[src/bpg_pkg.sv]
// Purpose: shared constants for the bus-port gpio control block
// Assumes: byte-wide registers on a plain address/strobe port
// Notes: offsets are register indices on the local port
package bpg_pkg;
    localparam int ADDR_W = 4;
    localparam logic [3:0] OFS_PA_DIR = 4'h0;
    localparam logic [3:0] OFS_PA_DATA = 4'h1;
    localparam logic [3:0] OFS_PB_DATA = 4'h2;
    localparam logic [3:0] OFS_PB_DIR = 4'h3;
    localparam logic [3:0] OFS_PE_DATA = 4'h4;
    localparam logic [3:0] OFS_PE_DIR = 4'h5;
    localparam logic [3:0] OFS_PORT_E_FUNCTION_ASSIGN = 4'h6;
    localparam logic [3:0] OFS_PULLUP_CONTROL = 4'h7;
    localparam logic [3:0] OFS_RDRV = 4'h8;
    localparam logic [3:0] OFS_MODE = 4'h9;
    // operating modes (special = bit 2 clear)
    localparam logic [2:0] MD_SPC_SC = 3'h0;
    localparam logic [2:0] MD_SPC_EXN = 3'h1;
    localparam logic [2:0] MD_PERIPH = 3'h2;
    localparam logic [2:0] MD_SPC_EXW = 3'h3;
    localparam logic [2:0] MD_NRM_SC = 3'h4;
    localparam logic [2:0] MD_NRM_EXN = 3'h5;
    localparam logic [2:0] MD_NRM_EXW = 3'h7;
    // function-assign field positions
    localparam int FA_NO_DATA_ENABLE_BIT = 7;
    localparam int FA_TEST = 6;
    localparam int FA_PIPE = 5;
    localparam int FA_NO_E_CLOCK_BIT = 4;
    localparam int FA_LSTR = 3;
    localparam int FA_RDW = 2;
    localparam int FA_WO_HI = 7;
    localparam logic [7:0] FA_ONCE_MASK = 8'hEC;
    localparam logic [7:0] FA_USED_MASK = 8'hFC;
    // function-assign reset values per mode
    localparam logic [7:0] FA_RST_NRM_SC = 8'h90;
    localparam logic [7:0] FA_RST_SPC_SC = 8'h80;
    localparam logic [7:0] FA_RST_NRM_EX = 8'h80;
    localparam logic [7:0] FA_RST_SPC_EX = 8'hAC;
    // pullup and reduced-drive field positions
    localparam int PU_A = 0;
    localparam int PU_B = 1;
    localparam int PU_E = 4;
    localparam logic [7:0] PU_MASK = 8'h13;
    localparam logic [7:0] RD_MASK = 8'h13;
    localparam logic [7:0] PU_RST = 8'h00;
    localparam logic [7:0] RD_RST = 8'h00;
    localparam logic [7:0] PE_PULL_CTL = 8'h8D;
    localparam logic [7:0] PE_PULL_ALWAYS = 8'h02;
    localparam logic [7:0] PE_OUT_OK = 8'hFC;
    // mode register bits
    localparam int MO_EME = 1;
    localparam int MO_INTERNAL_VISIBILITY_BIT = 3;
    localparam int MO_STRETCH_ENABLE_BIT = 0;
endpackage : bpg_pkg

[src/bpg_top.sv]
// Purpose: port A, B and E general-purpose control with bus-mode takeover
// Assumes: mode strap sampled after reset release; pins synchronised here
// Notes: register window is 10 byte registers; bus-side function values enter
//        from the bus controller as same-clock inputs
//
// Contract
// - direction bit one drives pin, zero leaves it a high-impedance input
// - ports A and B data and direction leave map in expanded or peripheral
// - port B carries low address/data when bus active, else general I/O
// - port E data/direction absent in peripheral or expanded with emulate bit
// - port E bits 1 and 0 never output, always readable
// - bus-control function selection overrides port E direction bit
// - normal single-chip reset leaves all port E general I/O
// - normal expanded reset enables only E clock on port E
// - special expanded enables pipes, clock, read/write, strobe; special chip clock
// - assign bits write once in normal, all-but-first in special modes
// - no-data-enable one gives general I/O on bit 7, zero data enable outside single-chip
// - pipe enable drives bits 6,5 outside single-chip, beats test output
// - no-E-clock bit stays zero in expanded; once normal, anytime special chip
// - single-chip E clock needs no-E-clock zero and visibility or no stretch
// - low strobe enable makes bit 3 strobe, not single-chip or normal narrow
// - read/write enable makes bit 2 read/write, off in single-chip
// - port E pullup enable covers bits 7,3,2,0; bit 1 always pulled
// - port A, B pullups cover input pins, inactive while port is bus
// - pullups act on inputs only; pullup register absent in peripheral
// - reduced drive per port; write once normal, after first special; absent periph
// - emulate bit in expanded makes port E data/direction external accesses
// - port A carries high address/data when bus active, else general I/O
`timescale 1ns/1ps
module bpg_top
    import bpg_pkg::*;
(
    // clock and reset
    input wire logic sys_clk,
    input wire logic sys_rst,
    // operating mode strap
    input wire logic [2:0] mode_strap,
    // register port
    input wire logic [bpg_pkg::ADDR_W-1:0] reg_addr,
    input wire logic [7:0] reg_wdata,
    input wire logic reg_wr,
    input wire logic reg_rd,
    output logic [7:0] reg_rdata,
    output logic reg_external,
    // bus controller function values
    input wire logic [7:0] bus_addr_hi,
    input wire logic [7:0] bus_addr_lo,
    input wire logic bus_eclk,
    input wire logic bus_rw,
    input wire logic bus_low_byte_strobe,
    input wire logic bus_dbe,
    input wire logic [1:0] bus_pipe,
    input wire logic bus_test_out,
    // port pins
    input wire logic [7:0] pa_in,
    output logic [7:0] pa_out,
    output logic [7:0] pa_oe,
    output logic [7:0] pa_pull,
    input wire logic [7:0] pb_in,
    output logic [7:0] pb_out,
    output logic [7:0] pb_oe,
    output logic [7:0] pb_pull,
    input wire logic [7:0] pe_in,
    output logic [7:0] pe_out,
    output logic [7:0] pe_oe,
    output logic [7:0] pe_pull,
    // drive strength per port (a, b, e)
    output logic [2:0] reduced_drive
);
    import bpg_pkg::*;

    logic [2:0] mode;
    logic mode_loaded;
    logic [7:0] port_a_direction, port_a_data, port_b_data, port_b_direction;
    logic [7:0] port_e_data, port_e_direction, port_e_function_assign;
    logic [7:0] pullup_control, reduced_drive_control, mode_ctl;
    logic fa_written, rd_written, no_e_clock_bit_written;
    logic [7:0] pa_s1, pa_s2, pa_s3, pb_s1, pb_s2, pb_s3, pe_s1, pe_s2, pe_s3;
    logic [7:0] pa_lvl, pb_lvl, pe_lvl;

    // mode decode
    wire is_special = ~mode[2];
    wire is_periph = (mode == MD_PERIPH);
    wire is_single = (mode == MD_NRM_SC) || (mode == MD_SPC_SC);
    wire is_expanded = ~is_single & ~is_periph;
    wire is_narrow = (mode == MD_NRM_EXN) || (mode == MD_SPC_EXN);
    wire bus_ports = ~is_single;
    wire emulate_port_e_bit = mode_ctl[MO_EME];

    // map visibility; a removed port A, B or E register turns into an external access
    wire ab_mapped = is_single;
    wire e_mapped = ~is_periph & ~(is_expanded & emulate_port_e_bit);
    wire ctl_mapped = ~is_periph;

    wire hit_pa_dir = reg_addr == OFS_PA_DIR;
    wire hit_pa_dat = reg_addr == OFS_PA_DATA;
    wire hit_pb_dat = reg_addr == OFS_PB_DATA;
    wire hit_pb_dir = reg_addr == OFS_PB_DIR;
    wire hit_pe_dat = reg_addr == OFS_PE_DATA;
    wire hit_pe_dir = reg_addr == OFS_PE_DIR;
    wire hit_fa = reg_addr == OFS_PORT_E_FUNCTION_ASSIGN;
    wire hit_pu = reg_addr == OFS_PULLUP_CONTROL;
    wire hit_rd = reg_addr == OFS_RDRV;
    wire hit_mo = reg_addr == OFS_MODE;
    wire ab_hit = hit_pa_dir | hit_pa_dat | hit_pb_dat | hit_pb_dir;
    wire e_hit = hit_pe_dat | hit_pe_dir;
    wire ctl_hit = hit_fa | hit_pu | hit_rd;
    wire ext_access = (ab_hit & ~ab_mapped) | (e_hit & ~e_mapped);
    wire wr_ab = reg_wr & ab_mapped;
    wire wr_e = reg_wr & e_mapped;
    wire wr_ctl = reg_wr & ctl_mapped;

    // write-once in normal, skip-first in special
    wire fa_once_ok = is_special ? fa_written : ~fa_written;
    wire rd_once_ok = is_special ? rd_written : ~rd_written;
    wire no_e_clock_bit_ok = is_single & (is_special | ~no_e_clock_bit_written);
    wire [7:0] fa_lock_mask = (fa_once_ok ? FA_ONCE_MASK : 8'h00)
                            | (no_e_clock_bit_ok ? 8'h10 : 8'h00);
    wire [7:0] next_fa = (port_e_function_assign & ~fa_lock_mask)
                       | (reg_wdata & fa_lock_mask);

    // function-assign reset value by mode
    wire [7:0] fa_reset_val = (mode == MD_NRM_SC) ? FA_RST_NRM_SC :
                              (mode == MD_SPC_SC) ? FA_RST_SPC_SC :
                              is_special ? FA_RST_SPC_EX : FA_RST_NRM_EX;

    // strap capture after release; the function register is loaded with it
    always_ff @(posedge sys_clk or posedge sys_rst) begin
        if (sys_rst) begin
            mode <= MD_NRM_SC;
            mode_loaded <= 1'b0;
        end else if (!mode_loaded) begin
            mode <= mode_strap;
            mode_loaded <= 1'b1;
        end
    end

    // ports A and B registers
    always_ff @(posedge sys_clk or posedge sys_rst) begin
        if (sys_rst) begin
            port_a_direction <= 8'h00;
            port_a_data <= 8'h00;
            port_b_direction <= 8'h00;
            port_b_data <= 8'h00;
        end else if (wr_ab) begin
            if (hit_pa_dir) port_a_direction <= reg_wdata;
            if (hit_pa_dat) port_a_data <= reg_wdata;
            if (hit_pb_dir) port_b_direction <= reg_wdata;
            if (hit_pb_dat) port_b_data <= reg_wdata;
        end
    end

    // port E data and direction; bits 1:0 cannot become outputs
    always_ff @(posedge sys_clk or posedge sys_rst) begin
        if (sys_rst) begin
            port_e_data <= 8'h00;
            port_e_direction <= 8'h00;
        end else if (wr_e) begin
            if (hit_pe_dat) port_e_data <= reg_wdata;
            if (hit_pe_dir) port_e_direction <= reg_wdata & PE_OUT_OK;
        end
    end

    // function-assign register and its write history
    always_ff @(posedge sys_clk or posedge sys_rst) begin
        if (sys_rst) begin
            port_e_function_assign <= FA_RST_NRM_SC;
            fa_written <= 1'b0;
            no_e_clock_bit_written <= 1'b0;
        end else if (!mode_loaded) begin
            port_e_function_assign <= (mode_strap == MD_NRM_SC) ? FA_RST_NRM_SC :
                                      (mode_strap == MD_SPC_SC) ? FA_RST_SPC_SC :
                                      ~mode_strap[2] ? FA_RST_SPC_EX : FA_RST_NRM_EX;
        end else if (wr_ctl && hit_fa) begin
            port_e_function_assign <= next_fa;
            fa_written <= 1'b1;
            no_e_clock_bit_written <= no_e_clock_bit_written | is_single;
        end else if (is_expanded) begin
            port_e_function_assign[FA_NO_E_CLOCK_BIT] <= 1'b0;
        end
    end

    // pullup, reduced drive and mode control
    always_ff @(posedge sys_clk or posedge sys_rst) begin
        if (sys_rst) begin
            pullup_control <= PU_RST;
            reduced_drive_control <= RD_RST;
            rd_written <= 1'b0;
            mode_ctl <= 8'h00;
        end else if (wr_ctl) begin
            if (hit_pu) pullup_control <= reg_wdata & PU_MASK;
            if (hit_rd && rd_once_ok) reduced_drive_control <= reg_wdata & RD_MASK;
            if (hit_rd) rd_written <= 1'b1;
            if (hit_mo) mode_ctl <= reg_wdata;
        end
    end

    // pin synchronisers, a change counts when stages two and three agree
    always_ff @(posedge sys_clk or posedge sys_rst) begin
        if (sys_rst) begin
            {pa_s1, pa_s2, pa_s3} <= '0;
            {pb_s1, pb_s2, pb_s3} <= '0;
            {pe_s1, pe_s2, pe_s3} <= '0;
            {pa_lvl, pb_lvl, pe_lvl} <= '0;
        end else begin
            {pa_s1, pa_s2, pa_s3} <= {pa_in, pa_s1, pa_s2};
            {pb_s1, pb_s2, pb_s3} <= {pb_in, pb_s1, pb_s2};
            {pe_s1, pe_s2, pe_s3} <= {pe_in, pe_s1, pe_s2};
            pa_lvl <= (pa_s2 & pa_s3) | (pa_lvl & (pa_s2 | pa_s3));
            pb_lvl <= (pb_s2 & pb_s3) | (pb_lvl & (pb_s2 | pb_s3));
            pe_lvl <= (pe_s2 & pe_s3) | (pe_lvl & (pe_s2 | pe_s3));
        end
    end

    // port E function selection per pin
    wire [7:0] fa = port_e_function_assign;
    wire sel_dbe = ~is_single & ~fa[FA_NO_DATA_ENABLE_BIT];
    wire sel_pipe = ~is_single & fa[FA_PIPE];
    wire sel_test = fa[FA_TEST] & is_special & ~is_single & ~sel_pipe;
    wire sel_eclk = ~fa[FA_NO_E_CLOCK_BIT] & (is_expanded
                    | (mode_ctl[MO_INTERNAL_VISIBILITY_BIT] | ~mode_ctl[MO_STRETCH_ENABLE_BIT]));
    wire sel_lstr = fa[FA_LSTR] & ~is_single & ~(is_narrow & ~is_special);
    wire sel_rdw = fa[FA_RDW] & ~is_single;
    wire [7:0] pe_alt = {sel_dbe, sel_pipe | sel_test, sel_pipe, sel_eclk,
                         sel_lstr, sel_rdw, 2'b00};
    wire [7:0] pe_alt_val = {bus_dbe, sel_pipe ? bus_pipe[1] : bus_test_out,
                             bus_pipe[0], bus_eclk, bus_low_byte_strobe, bus_rw, 2'b00};
    // alternate function overrides the direction bit
    wire [7:0] pe_dir_eff = (pe_alt | (port_e_direction & ~pe_alt)) & PE_OUT_OK;
    wire [7:0] pe_out_eff = (pe_alt & pe_alt_val) | (~pe_alt & port_e_data);
    wire [7:0] pa_dir_eff = bus_ports ? 8'hFF : port_a_direction;
    wire [7:0] pb_dir_eff = bus_ports ? 8'hFF : port_b_direction;
    wire [7:0] pa_out_eff = bus_ports ? bus_addr_hi : port_a_data;
    wire [7:0] pb_out_eff = bus_ports ? bus_addr_lo : port_b_data;

    // pullups only on inputs, never on ports serving the bus
    wire [7:0] pa_pull_eff = {8{pullup_control[PU_A] & ~bus_ports}} & ~pa_dir_eff;
    wire [7:0] pb_pull_eff = {8{pullup_control[PU_B] & ~bus_ports}} & ~pb_dir_eff;
    wire [7:0] pe_pull_eff = (({8{pullup_control[PU_E]}} & PE_PULL_CTL)
                              | PE_PULL_ALWAYS) & ~pe_dir_eff;

    // read mux: pins for inputs, latch for outputs
    wire [7:0] pa_rd = (pa_lvl & ~port_a_direction) | (port_a_data & port_a_direction);
    wire [7:0] pb_rd = (pb_lvl & ~port_b_direction) | (port_b_data & port_b_direction);
    wire [7:0] pe_rd = (pe_lvl & ~pe_dir_eff) | (port_e_data & pe_dir_eff);
    wire [7:0] rd_mux = (hit_pa_dir && ab_mapped) ? port_a_direction :
                        (hit_pa_dat && ab_mapped) ? pa_rd :
                        (hit_pb_dat && ab_mapped) ? pb_rd :
                        (hit_pb_dir && ab_mapped) ? port_b_direction :
                        (hit_pe_dat && e_mapped) ? pe_rd :
                        (hit_pe_dir && e_mapped) ? port_e_direction :
                        (hit_fa && ctl_mapped) ? (fa & FA_USED_MASK) :
                        (hit_pu && ctl_mapped) ? pullup_control :
                        (hit_rd && ctl_mapped) ? reduced_drive_control :
                        hit_mo ? mode_ctl : 8'h00;
    wire unused_ok = ctl_hit;

    // registered outputs
    always_ff @(posedge sys_clk or posedge sys_rst) begin
        if (sys_rst) begin
            reg_rdata <= 8'h00;
            reg_external <= 1'b0;
            {pa_out, pa_oe, pa_pull} <= '0;
            {pb_out, pb_oe, pb_pull} <= '0;
            {pe_out, pe_oe, pe_pull} <= '0;
            reduced_drive <= 3'b000;
        end else begin
            reg_rdata <= reg_rd ? rd_mux : 8'h00;
            reg_external <= (reg_rd | reg_wr) & ext_access;
            pa_out <= pa_out_eff;
            pa_oe <= pa_dir_eff;
            pa_pull <= pa_pull_eff;
            pb_out <= pb_out_eff;
            pb_oe <= pb_dir_eff;
            pb_pull <= pb_pull_eff;
            pe_out <= pe_out_eff;
            pe_oe <= pe_dir_eff;
            pe_pull <= pe_pull_eff;
            // reduced drive regardless of pin function
            reduced_drive <= {reduced_drive_control[PU_E], reduced_drive_control[PU_B],
                              reduced_drive_control[PU_A]};
        end
    end
endmodule : bpg_top

[config.mk]
export PLATFORM = sky130hd
export DESIGN_NAME = bpg_top
export DESIGN_NICKNAME = d
export VERILOG_FILES = /design/src/bpg_pkg.sv /design/src/bpg_top.sv
export SDC_FILE = /design/constraint.sdc
export NUM_CORES = 1
export LEC_CHECK = 0
export ABC_CLOCK_PERIOD_IN_PS = 7550
export BUFFER_PORTS_ARGS = -buffer_cell sky130_fd_sc_hd__buf_2
export CAP_MARGIN = 20
export CORE_MARGIN = 8
export CORE_UTILIZATION = 47
export DETAILED_ROUTE_END_ITERATION = 7
export PLACE_DENSITY = 0.7
export SLEW_MARGIN = 40
export SYNTH_ARGS = -nofsm -noshare
export SYNTH_HDL_FRONTEND = slang
export SYNTH_SLANG_ARGS = --single-unit
[constraint.sdc]
create_clock -name sys_clk -period 7.55 [get_ports sys_clk]
set_clock_uncertainty 0.2 [all_clocks]
set_input_delay 0.755 -clock sys_clk [delete_from_list [all_inputs] [get_ports sys_clk]]
set_output_delay 0.755 -clock sys_clk [all_outputs]
set_load 0.05 [all_outputs]
-- Word level (Yosys, flattened, before mapping)
Cells that the tools add are included.
- mux-type cells: 28
- reduce and logical (&&, ||, !) cells: 27
- bitwise gates (word level): 86
- equal/unequal tests: 16
- operator list (operator ; number):
    $and A8 B8 Y8 ; 20
    $mux W8 ; 17
    $or A8 B8 Y8 ; 12
    $not A8 Y8 ; 7
    $and A1 B1 Y1 ; 22
    $reduce_and A2 Y1 ; 11
    $mux W6 ; 3
    $eq A4 B3 Y1 const B ; 4
    $not A1 Y1 ; 13
    $logic_and A1 B1 Y1 ; 11
    $or A1 B1 Y1 ; 11
    $eq A3 B3 Y1 const B ; 3
    $eq A4 B2 Y1 const B ; 2
    $eq A4 B4 Y1 const B ; 2
    $or A8 B5 Y8 ; 1
    $logic_not A3 Y1 ; 2
    $mux W1 ; 5
    $mux W5 ; 1
    $eq A4 B1 Y1 const B ; 1
    $logic_not A4 Y1 ; 1
    $mux W4 ; 1
    $eq A3 B1 Y1 const B ; 1
    $eq A3 B2 Y1 const B ; 1
    $mux W3 ; 1
    other kinds (3) ; 4
- output and inout port bits: 84
- bits in registers: 253

-- Longest topological paths before layout
Gate-level depths: netlist of run 1.
- depth after elaboration: 19
- mapped depth: 8
- depth with buffers taken out: 5

-- Worst setup path before layout of run 1
OpenSTA, ideal clock, no wires.
- kind: input to register
- from: in reg_wr
- to: reg port_e_data[0]
- library setup time: 0.125 ns
- stages on the path: 4
- arrival time: 2.124 ns
- slack: 5.101 ns
- data required time: 7.225 ns
- cells stage by stage: clkbuf_1 > inv_1 > nor4_2 > mux2_2
- cells in the longest elaborated chain, start to end: 2
- ends and longest elaborated chain (element ; RTL line ; source):
    from (decl) ; bpg_top.sv:41 ; input wire logic reg_wr,
    $and A1 B1 Y1 ; bpg_top.sv:110 ; wire wr_e = reg_wr & e_mapped;
    $reduce_and A2 Y1 (no line) ; - ;
    to (signal assigned) ; bpg_top.sv:159 ; if (hit_pe_dat) port_e_data <= reg_wdata;
    to (decl) ; bpg_top.sv:75 ; logic [7:0] port_e_data, port_e_direction, port_e_function_assign;
Every way passes these cells.
A chain may end at the register's enable or synchronous reset.

-- Worst setup path in the final report of run 1
- from: reg mode[0]
- to: reg port_a_direction[5]
- cells in the longest elaborated chain, start to end: 4
- elaborated cells on any way between the ends: 5
- those cells by class: eq/ne (1); bitwise (1); reduce/logical (3)
- ends and longest elaborated chain (element ; RTL line ; source):
    from (decl) ; bpg_top.sv:72 ; logic [2:0] mode;
    from (signal assigned) ; bpg_top.sv:133 ; mode <= mode_strap;
    $eq A3 B3 Y1 or $logic_not A3 Y1 (tied branches) ; - ;
    $logic_or A1 B1 Y1 * ; bpg_top.sv:84 ; wire is_single = (mode == MD_NRM_SC) || (mode == MD_SPC_SC);
    $and A1 B1 Y1 * ; bpg_top.sv:109 ; wire wr_ab = reg_wr & ab_mapped;
    $reduce_and A2 Y1 (no line) * ; - ;
    to (signal assigned) ; bpg_top.sv:146 ; if (hit_pa_dir) port_a_direction <= reg_wdata;
    to (decl) ; bpg_top.sv:74 ; logic [7:0] port_a_direction, port_a_data, port_b_data, port_b_direction;
Every way passes the cells marked *; elsewhere a longest branch is shown, timed or not.

==> results of run 1 <==
worst min-delay path by stage:
stage / cells past startpoint / slack [ns] / to / start
final: 1 / 0.14 / pa_s1[0]$_DFF_PP0_ / pa_in[0]
after global routing: 1 / 0.13 / pb_s1[0]$_DFF_PP0_ / pb_in[0]
after CTS: 1 / 0.13 / pe_s1[6]$_DFF_PP0_ / pe_in[6]
after detailed placement: 0 / 0.13 / pa_s2[1]$_DFF_PP0_ / pa_s1[1]$_DFF_PP0_
after global placement: 0 / 0.13 / pe_s2[2]$_DFF_PP0_ / pe_s1[2]$_DFF_PP0_
after floorplan: 0 / 0.13 / pa_s2[0]$_DFF_PP0_ / pa_s1[0]$_DFF_PP0_
worst max-delay path: stages, from the launching register on:
cell and delay, ns:
dfrtp_1 0.65, or2_1 0.58, or3_1 0.64, or4_1 0.74, mux2_4 0.39
layer usage:
layer / wire length (um) / up-vias / global-route usage, %
met5: 20 / - / 0
met4: 639 / 4 / 7.51
met3: 1670 / 47 / 3.80
met2: 9920 / 263 / 27.8
met1: 9750 / 2871 / 25.3
li1: - / 2662 / -
report_power, final:
group / internal (uW) / switching (uW) / total, uW
sequential: 1490 / 118 / 1610
clock: 835 / 509 / 1340
combinational: 192 / 408 / 601
logic make-up after synthesis:
kind of cell,share of synthesized area [%]
DFF,68.0
and+or+nand+nor,8.50
AOI/OAI and AO/OA,7.55
muxes,10.7
buffers and inverters,2.33
adders and majority gates,2.64
other,0.0826
xor gates and xnor gates,0.193
Yosys cell counts, types with 2 or more instances:
cell       instances
a211oi_1           3
or3b_2             4
a2bb2oi_1          2
maj3_1            24
a222oi_1           2
or3_1             17
mux2_4             8
a221oi_1           7
nor4_1             3
o221a_2            3
a221o_1            2
clkbuf_1          17
o22a_1             2
nor2b_1            8
mux2_2            57
nand2_1           55
a21o_1             5
a31oi_1           12
dfstp_2            3
xor2_1             2
nand2b_1           8
and3_1             2
buf_4              6
nor3_1             7
nand3_1            7
mux2i_1           21
o21bai_1           2
o21ai_0           27
nor2_1            43
a22oi_1            2
conb_1             2
buf_1              6
buf_2              4
inv_1             13
dfrtp_1          244
a21oi_1           31
layout make-up:
class / instances / area [sq um] / area share (%)
Tap cell: 265 / 332 / 3.01
Clock buffer: 38 / 797 / 7.23
Sequential cell: 247 / 6180 / 56.1
Multi-Input combinational cell: 387 / 2730 / 24.8
Timing Repair Buffer: 151 / 785 / 7.11
Clock inverter: 10 / 138 / 1.25
Inverter: 13 / 52.6 / 0.477
Antenna cell: 2 / 5.00 / 0.0454
through the flow:
stage               hold slack (ns)  setup slack [ns]  std cells
floorplan                     0.131              3.35        681
global placement              0.133              4.38       1063
detailed placement            0.135              4.27       1063
CTS                           0.126              4.26       1111
global route                  0.129              4.09       1113
finish                        0.139              4.22       1113
==> results.tsv, run 1 <==
metric	value	unit
status	finished clean	
area_growth	21.3	%
cts_tree	yes	
cts_setup_buffers	0	
grt_usage	18.3	%
cap_viol_max_count	0	
cts_root_buf	clkbuf_16	
port-buffer-count	144	
cp-end-kind	flip-flop	
antenna_found_initial	4	
postPlaceCellArea	10100	sq um
core_area	19200	sq um
hold_viol	0	
synth_top_area_share	67.1	%
peakVddDrop	0.000180	V
slew_viol_final	0	
worstSetupPathType	flip-flop to flip-flop	
maxSlewHeadroom	44.4	%
rsz0062_at_grt	no	
leakage	0.00518	uW
clock_latency	0.52	ns
dieHeight	155	um
finalCriticalPeriod	3.33	ns
synth_top_cells_by_area	dfrtp_1 (67%), mux2_2 (7.1%), maj3_1 (2.6%)	
seq_area_frac_synth	68.0	%
synth_warnings	0	
drc	0	
cts_sinks	247	
max_slew.worst_pin.slew	0.829	ns
timing.fmax	0.300	GHz
final_common_cell	dfrtp_1	
dpl.hpwl	15300	um
cts_buffer_depth	3	
holdBufCountCts	0	
p_total	3550	uW
cts_inserted_buffers	26	
fin_crit_sh	44.1	%
gp_congestion	0.884	
final_area	11000	sq um
syn_area_per_cell	13.4	sq um
rrSetupSlack	4.22	ns
synth-seq-cells	247	
detail-route-antenna-nets	0	
clk_pin_slew	0.06	ns
synth_ff_type	dfrtp_1	
die-area	24100	sq um
power.density	322	nW/um^2
boundaryPins	150	
drive_gt1_share	33.0	%
crit_required	7.75	ns
first_iter_violations	421	
reg2reg_depth	4	
final_cell_mix	dfrtp_1 (244), buf_2 (144), mux2_2 (57)	
dr.pass1.iters	5	
cp.arrival	3.53	ns
wl_per_cell	19.8	um
synth_edf_count	0	
grt_max_degree	72	
r2r-end	port_a_direction[5]$_DFFE_PP0P_	
hold_path_class	input pin to flip-flop	
num_rows	51	
utilization	57.4	%
critPathLaunchType	flip-flop	
final_nets	892	
r2r_start	mode[0]$_DFFE_PP0N_	
start_util	47.3	%
path_max_fanout	25	
setup_viol	0	
fill_cells	1568	
ys_types	52	
grt_pass1_wl	34300	um
synth_top_area_cell	dfrtp_1	
fp.dieW	155	um
wirelength	22000	um
via_count	5847	
cts-htree-levels	1	
routed_via_density	5.25	
fin_tns_setup	0	ns
async_flop_share	100	%
grt_overflow	0	
cp-endpoint	port_a_direction[5]$_DFFE_PP0P_	
grt_pass1_vias	6121	
timing.critical_path.from	mode[0]$_DFFE_PP0N_	
cts-resized-gates	0	
syn_inst	677	
syn-cell-area	9090	sq um
No activity file was read; power rests on OpenSTA's default activity.
==> inputs of run 2 (changes only) <==
--- a/config.mk
+++ b/config.mk
@@ -5,7 +5,7 @@
 export SDC_FILE = /design/constraint.sdc
 export NUM_CORES = 1
 export LEC_CHECK = 0
-export ABC_CLOCK_PERIOD_IN_PS = 7550
+export ABC_CLOCK_PERIOD_IN_PS = 2700
 export BUFFER_PORTS_ARGS = -buffer_cell sky130_fd_sc_hd__buf_2
 export CAP_MARGIN = 20
 export CORE_MARGIN = 8
==> constraint.sdc (replaced) <==
create_clock -name sys_clk -period 2.7 [get_ports sys_clk]
set_clock_uncertainty 0.2 [all_clocks]
set_input_delay 0.27 -clock sys_clk [delete_from_list [all_inputs] [get_ports sys_clk]]
set_output_delay 0.27 -clock sys_clk [all_outputs]
set_load 0.05 [all_outputs]
==> run 2 against run 1 <==
Compared with the run above:
- sequential share of layout area decreased by 3.4 points
- critical path depth is 2 higher
- register-to-register slack got worse by 4.0 ns
- power rose to 2.8 times the previous value
- via count is 4.8% higher
- clock-buffer cell count shrank 3
- hold slack worse by 0.11 ns
- non-clock buffer count up 84
- highest routed layer is now met4
==> results.tsv, run 2 (synthesis results as in run 1) <==
metric	value	unit	change
status	finished clean		unchanged
setup_viol	0		unchanged
max_slew.worst_pin.slew	0.688	ns	was 0.829 ns
core_area	19200	sq um	unchanged
grt_overflow	0		unchanged
power.density	836	nW/um^2	was 322 nW/um^2
cpMostUsedCell	a221oi_1		
clock_latency	0.52	ns	about the same
peakVddDrop	0.000555	V	was 0.000180 V
hold_ws	0.0255	ns	was 0.139 ns
port-buffer-count	144		unchanged
antenna_found_initial	0		was 4
utilization	61.1	%	was 57.4%
rsz0062_at_grt	no		unchanged
path_max_fanout	12		was 25
dr.pass1.iters	7		was 5
grt_pass1_wl	36300	um	was 34300 um
final_common_cell	dfrtp_1		unchanged
cts_tree	yes		unchanged
wl_per_cell	19.4	um	was 19.8 um
finalCriticalPeriod	2.45	ns	was 3.33 ns
cp_slowest_cell	dfstp_2		was or4_1
fin_crit_sh	90.7	%	was 44.1%
grt_pass1_vias	6434		was 6121
leakage	0.00553	uW	was 0.00518 uW
clk_pin_slew	0.06	ns	about the same
via_count	6129		was 5847
cts_inserted_buffers	25		was 26
finalNonFillerCells	1191		was 1113
hold_path_class	input pin to asynchronous set/reset pin		was input pin to flip-flop
cap_viol_max_count	0		unchanged
routed_via_density	5.15		was 5.25
maxSlewHeadroom	54.1	%	was 44.4%
critPathLaunchType	flip-flop		unchanged
boundaryPins	150		unchanged
wirelength	23100	um	was 22000 um
cts_setup_buffers	0		unchanged
worstSetupPathType	flip-flop to flip-flop		unchanged
cts_root_buf	clkbuf_16		unchanged
die-area	24100	sq um	unchanged
cts-htree-levels	1		unchanged
cp-end-kind	flip-flop		unchanged
crit_required	2.95	ns	was 7.75 ns
num_rows	51		unchanged
cts_sinks	247		unchanged
cpPeakStageDelay	0.67	ns	was 0.74 ns
timing.fmax	0.408	GHz	was 0.300 GHz
critical_path.cell_chain	o21bai_1, a2111oi_2, buf_4, a221oi_1, a221oi_1, o221a_2		was or2_1, or3_1, or4_1, mux2_4
num_antenna_cells	0		was 2
first_iter_violations	440		was 421
holdBufCountCts	64		was 0
fin_tns_setup	0	ns	unchanged
fp.dieW	155	um	unchanged
slew_viol_final	0		unchanged
cp.arrival	2.70	ns	was 3.53 ns
grt_max_degree	133		was 72
cts-resized-gates	0		unchanged
dieHeight	155	um	unchanged
gp_congestion	0.902		was 0.884
area_growth	29.0	%	was 21.3%
start_util	47.3	%	unchanged
grt_usage	19.4	%	was 18.3%
dpl.hpwl	15600	um	was 15300 um
hold_viol	0		unchanged
drive_gt1_share	31.6	%	was 33.0%
detail-route-antenna-nets	0		unchanged
dp.cells	1083		was 1063
final_cell_mix	dfrtp_1 (244), buf_2 (144), dlygate4sd3_1 (64)		was dfrtp_1 (244), buf_2 (144), mux2_2 (57)
final_nets	975		was 892
drc	0		unchanged
cts_buffer_depth	3		unchanged
[run 2: changes by cell type in the layout (fill, tap and decap cells not counted), sizes merged]
cell | before | now
buf | 151 | 171
clkinv | 4 | 6
clkinvlp | 3 | 1
clkbuf | 38 | 35
dlygate4sd3 | 0 | 64
inv | 13 | 12
diode | 2 | 0
[run 2: layout make-up]
class                   instances  area (sq um)
clock inverters                 9           124
flip-flops and latches        247          6180
fillers                      1491          7480
inverters                      13          52.6
well taps                     265           332
repair buffers                235          1590
clock buffers                  35           733
multi-input cells             387          2710
[run 2: power by group]
part	switching, uW	internal [uW]	total [uW]
clock network	1360	2170	3530
registers	327	4170	4490
logic	1170	621	1790
[run 2: final timing paths]
kind / to / cells after the start / start / slack, ns
min in group sys_clk: pb_s2[6]$_DFF_PP0_ / 0 / pb_s1[6]$_DFF_PP0_ / 0.15
worst max register to register: reg_rdata[5]$_DFF_PP0_ / 6 / mode[2]$_DFFE_PP1N_ / 0.25
worst min register to register: pb_s2[6]$_DFF_PP0_ / 0 / pb_s1[6]$_DFF_PP0_ / 0.15
worst min-delay path: pb_s2[6]$_DFF_PP0_ / 3 / sys_rst / 0.03
max in group asynchronous: pe_s3[4]$_DFF_PP0_ / 4 / sys_rst / 1.35
worst max-delay path: reg_rdata[5]$_DFF_PP0_ / 6 / mode[2]$_DFFE_PP1N_ / 0.25
[run 2: per-layer routing]
layer  wire length [um]  GRT usage (%)
met5                  0              0
met4                604           6.11
met3               1510           3.77
met2              10900           31.4
met1              10000           25.9
[run 2: through the flow]
step           setup WS [ns]  total power (uW)  instance area, sq um
2_1_floorplan          -1.01              5710                  9110
3_3_place_gp           0.324              6220                 10200
3_5_place_dp           0.292              6260                 10200
4_1_cts                0.273              9890                 11700
5_1_grt                0.134             10200                 11700
6_report               0.252              9810                 11700
[run 2: critical path: cells and delay by family, from the launching register on]
family                 cells  cell delay (ns)
DFF                        1             0.67
buffers and inverters      1             0.24
AOI/OAI and AO/OA          5             1.28
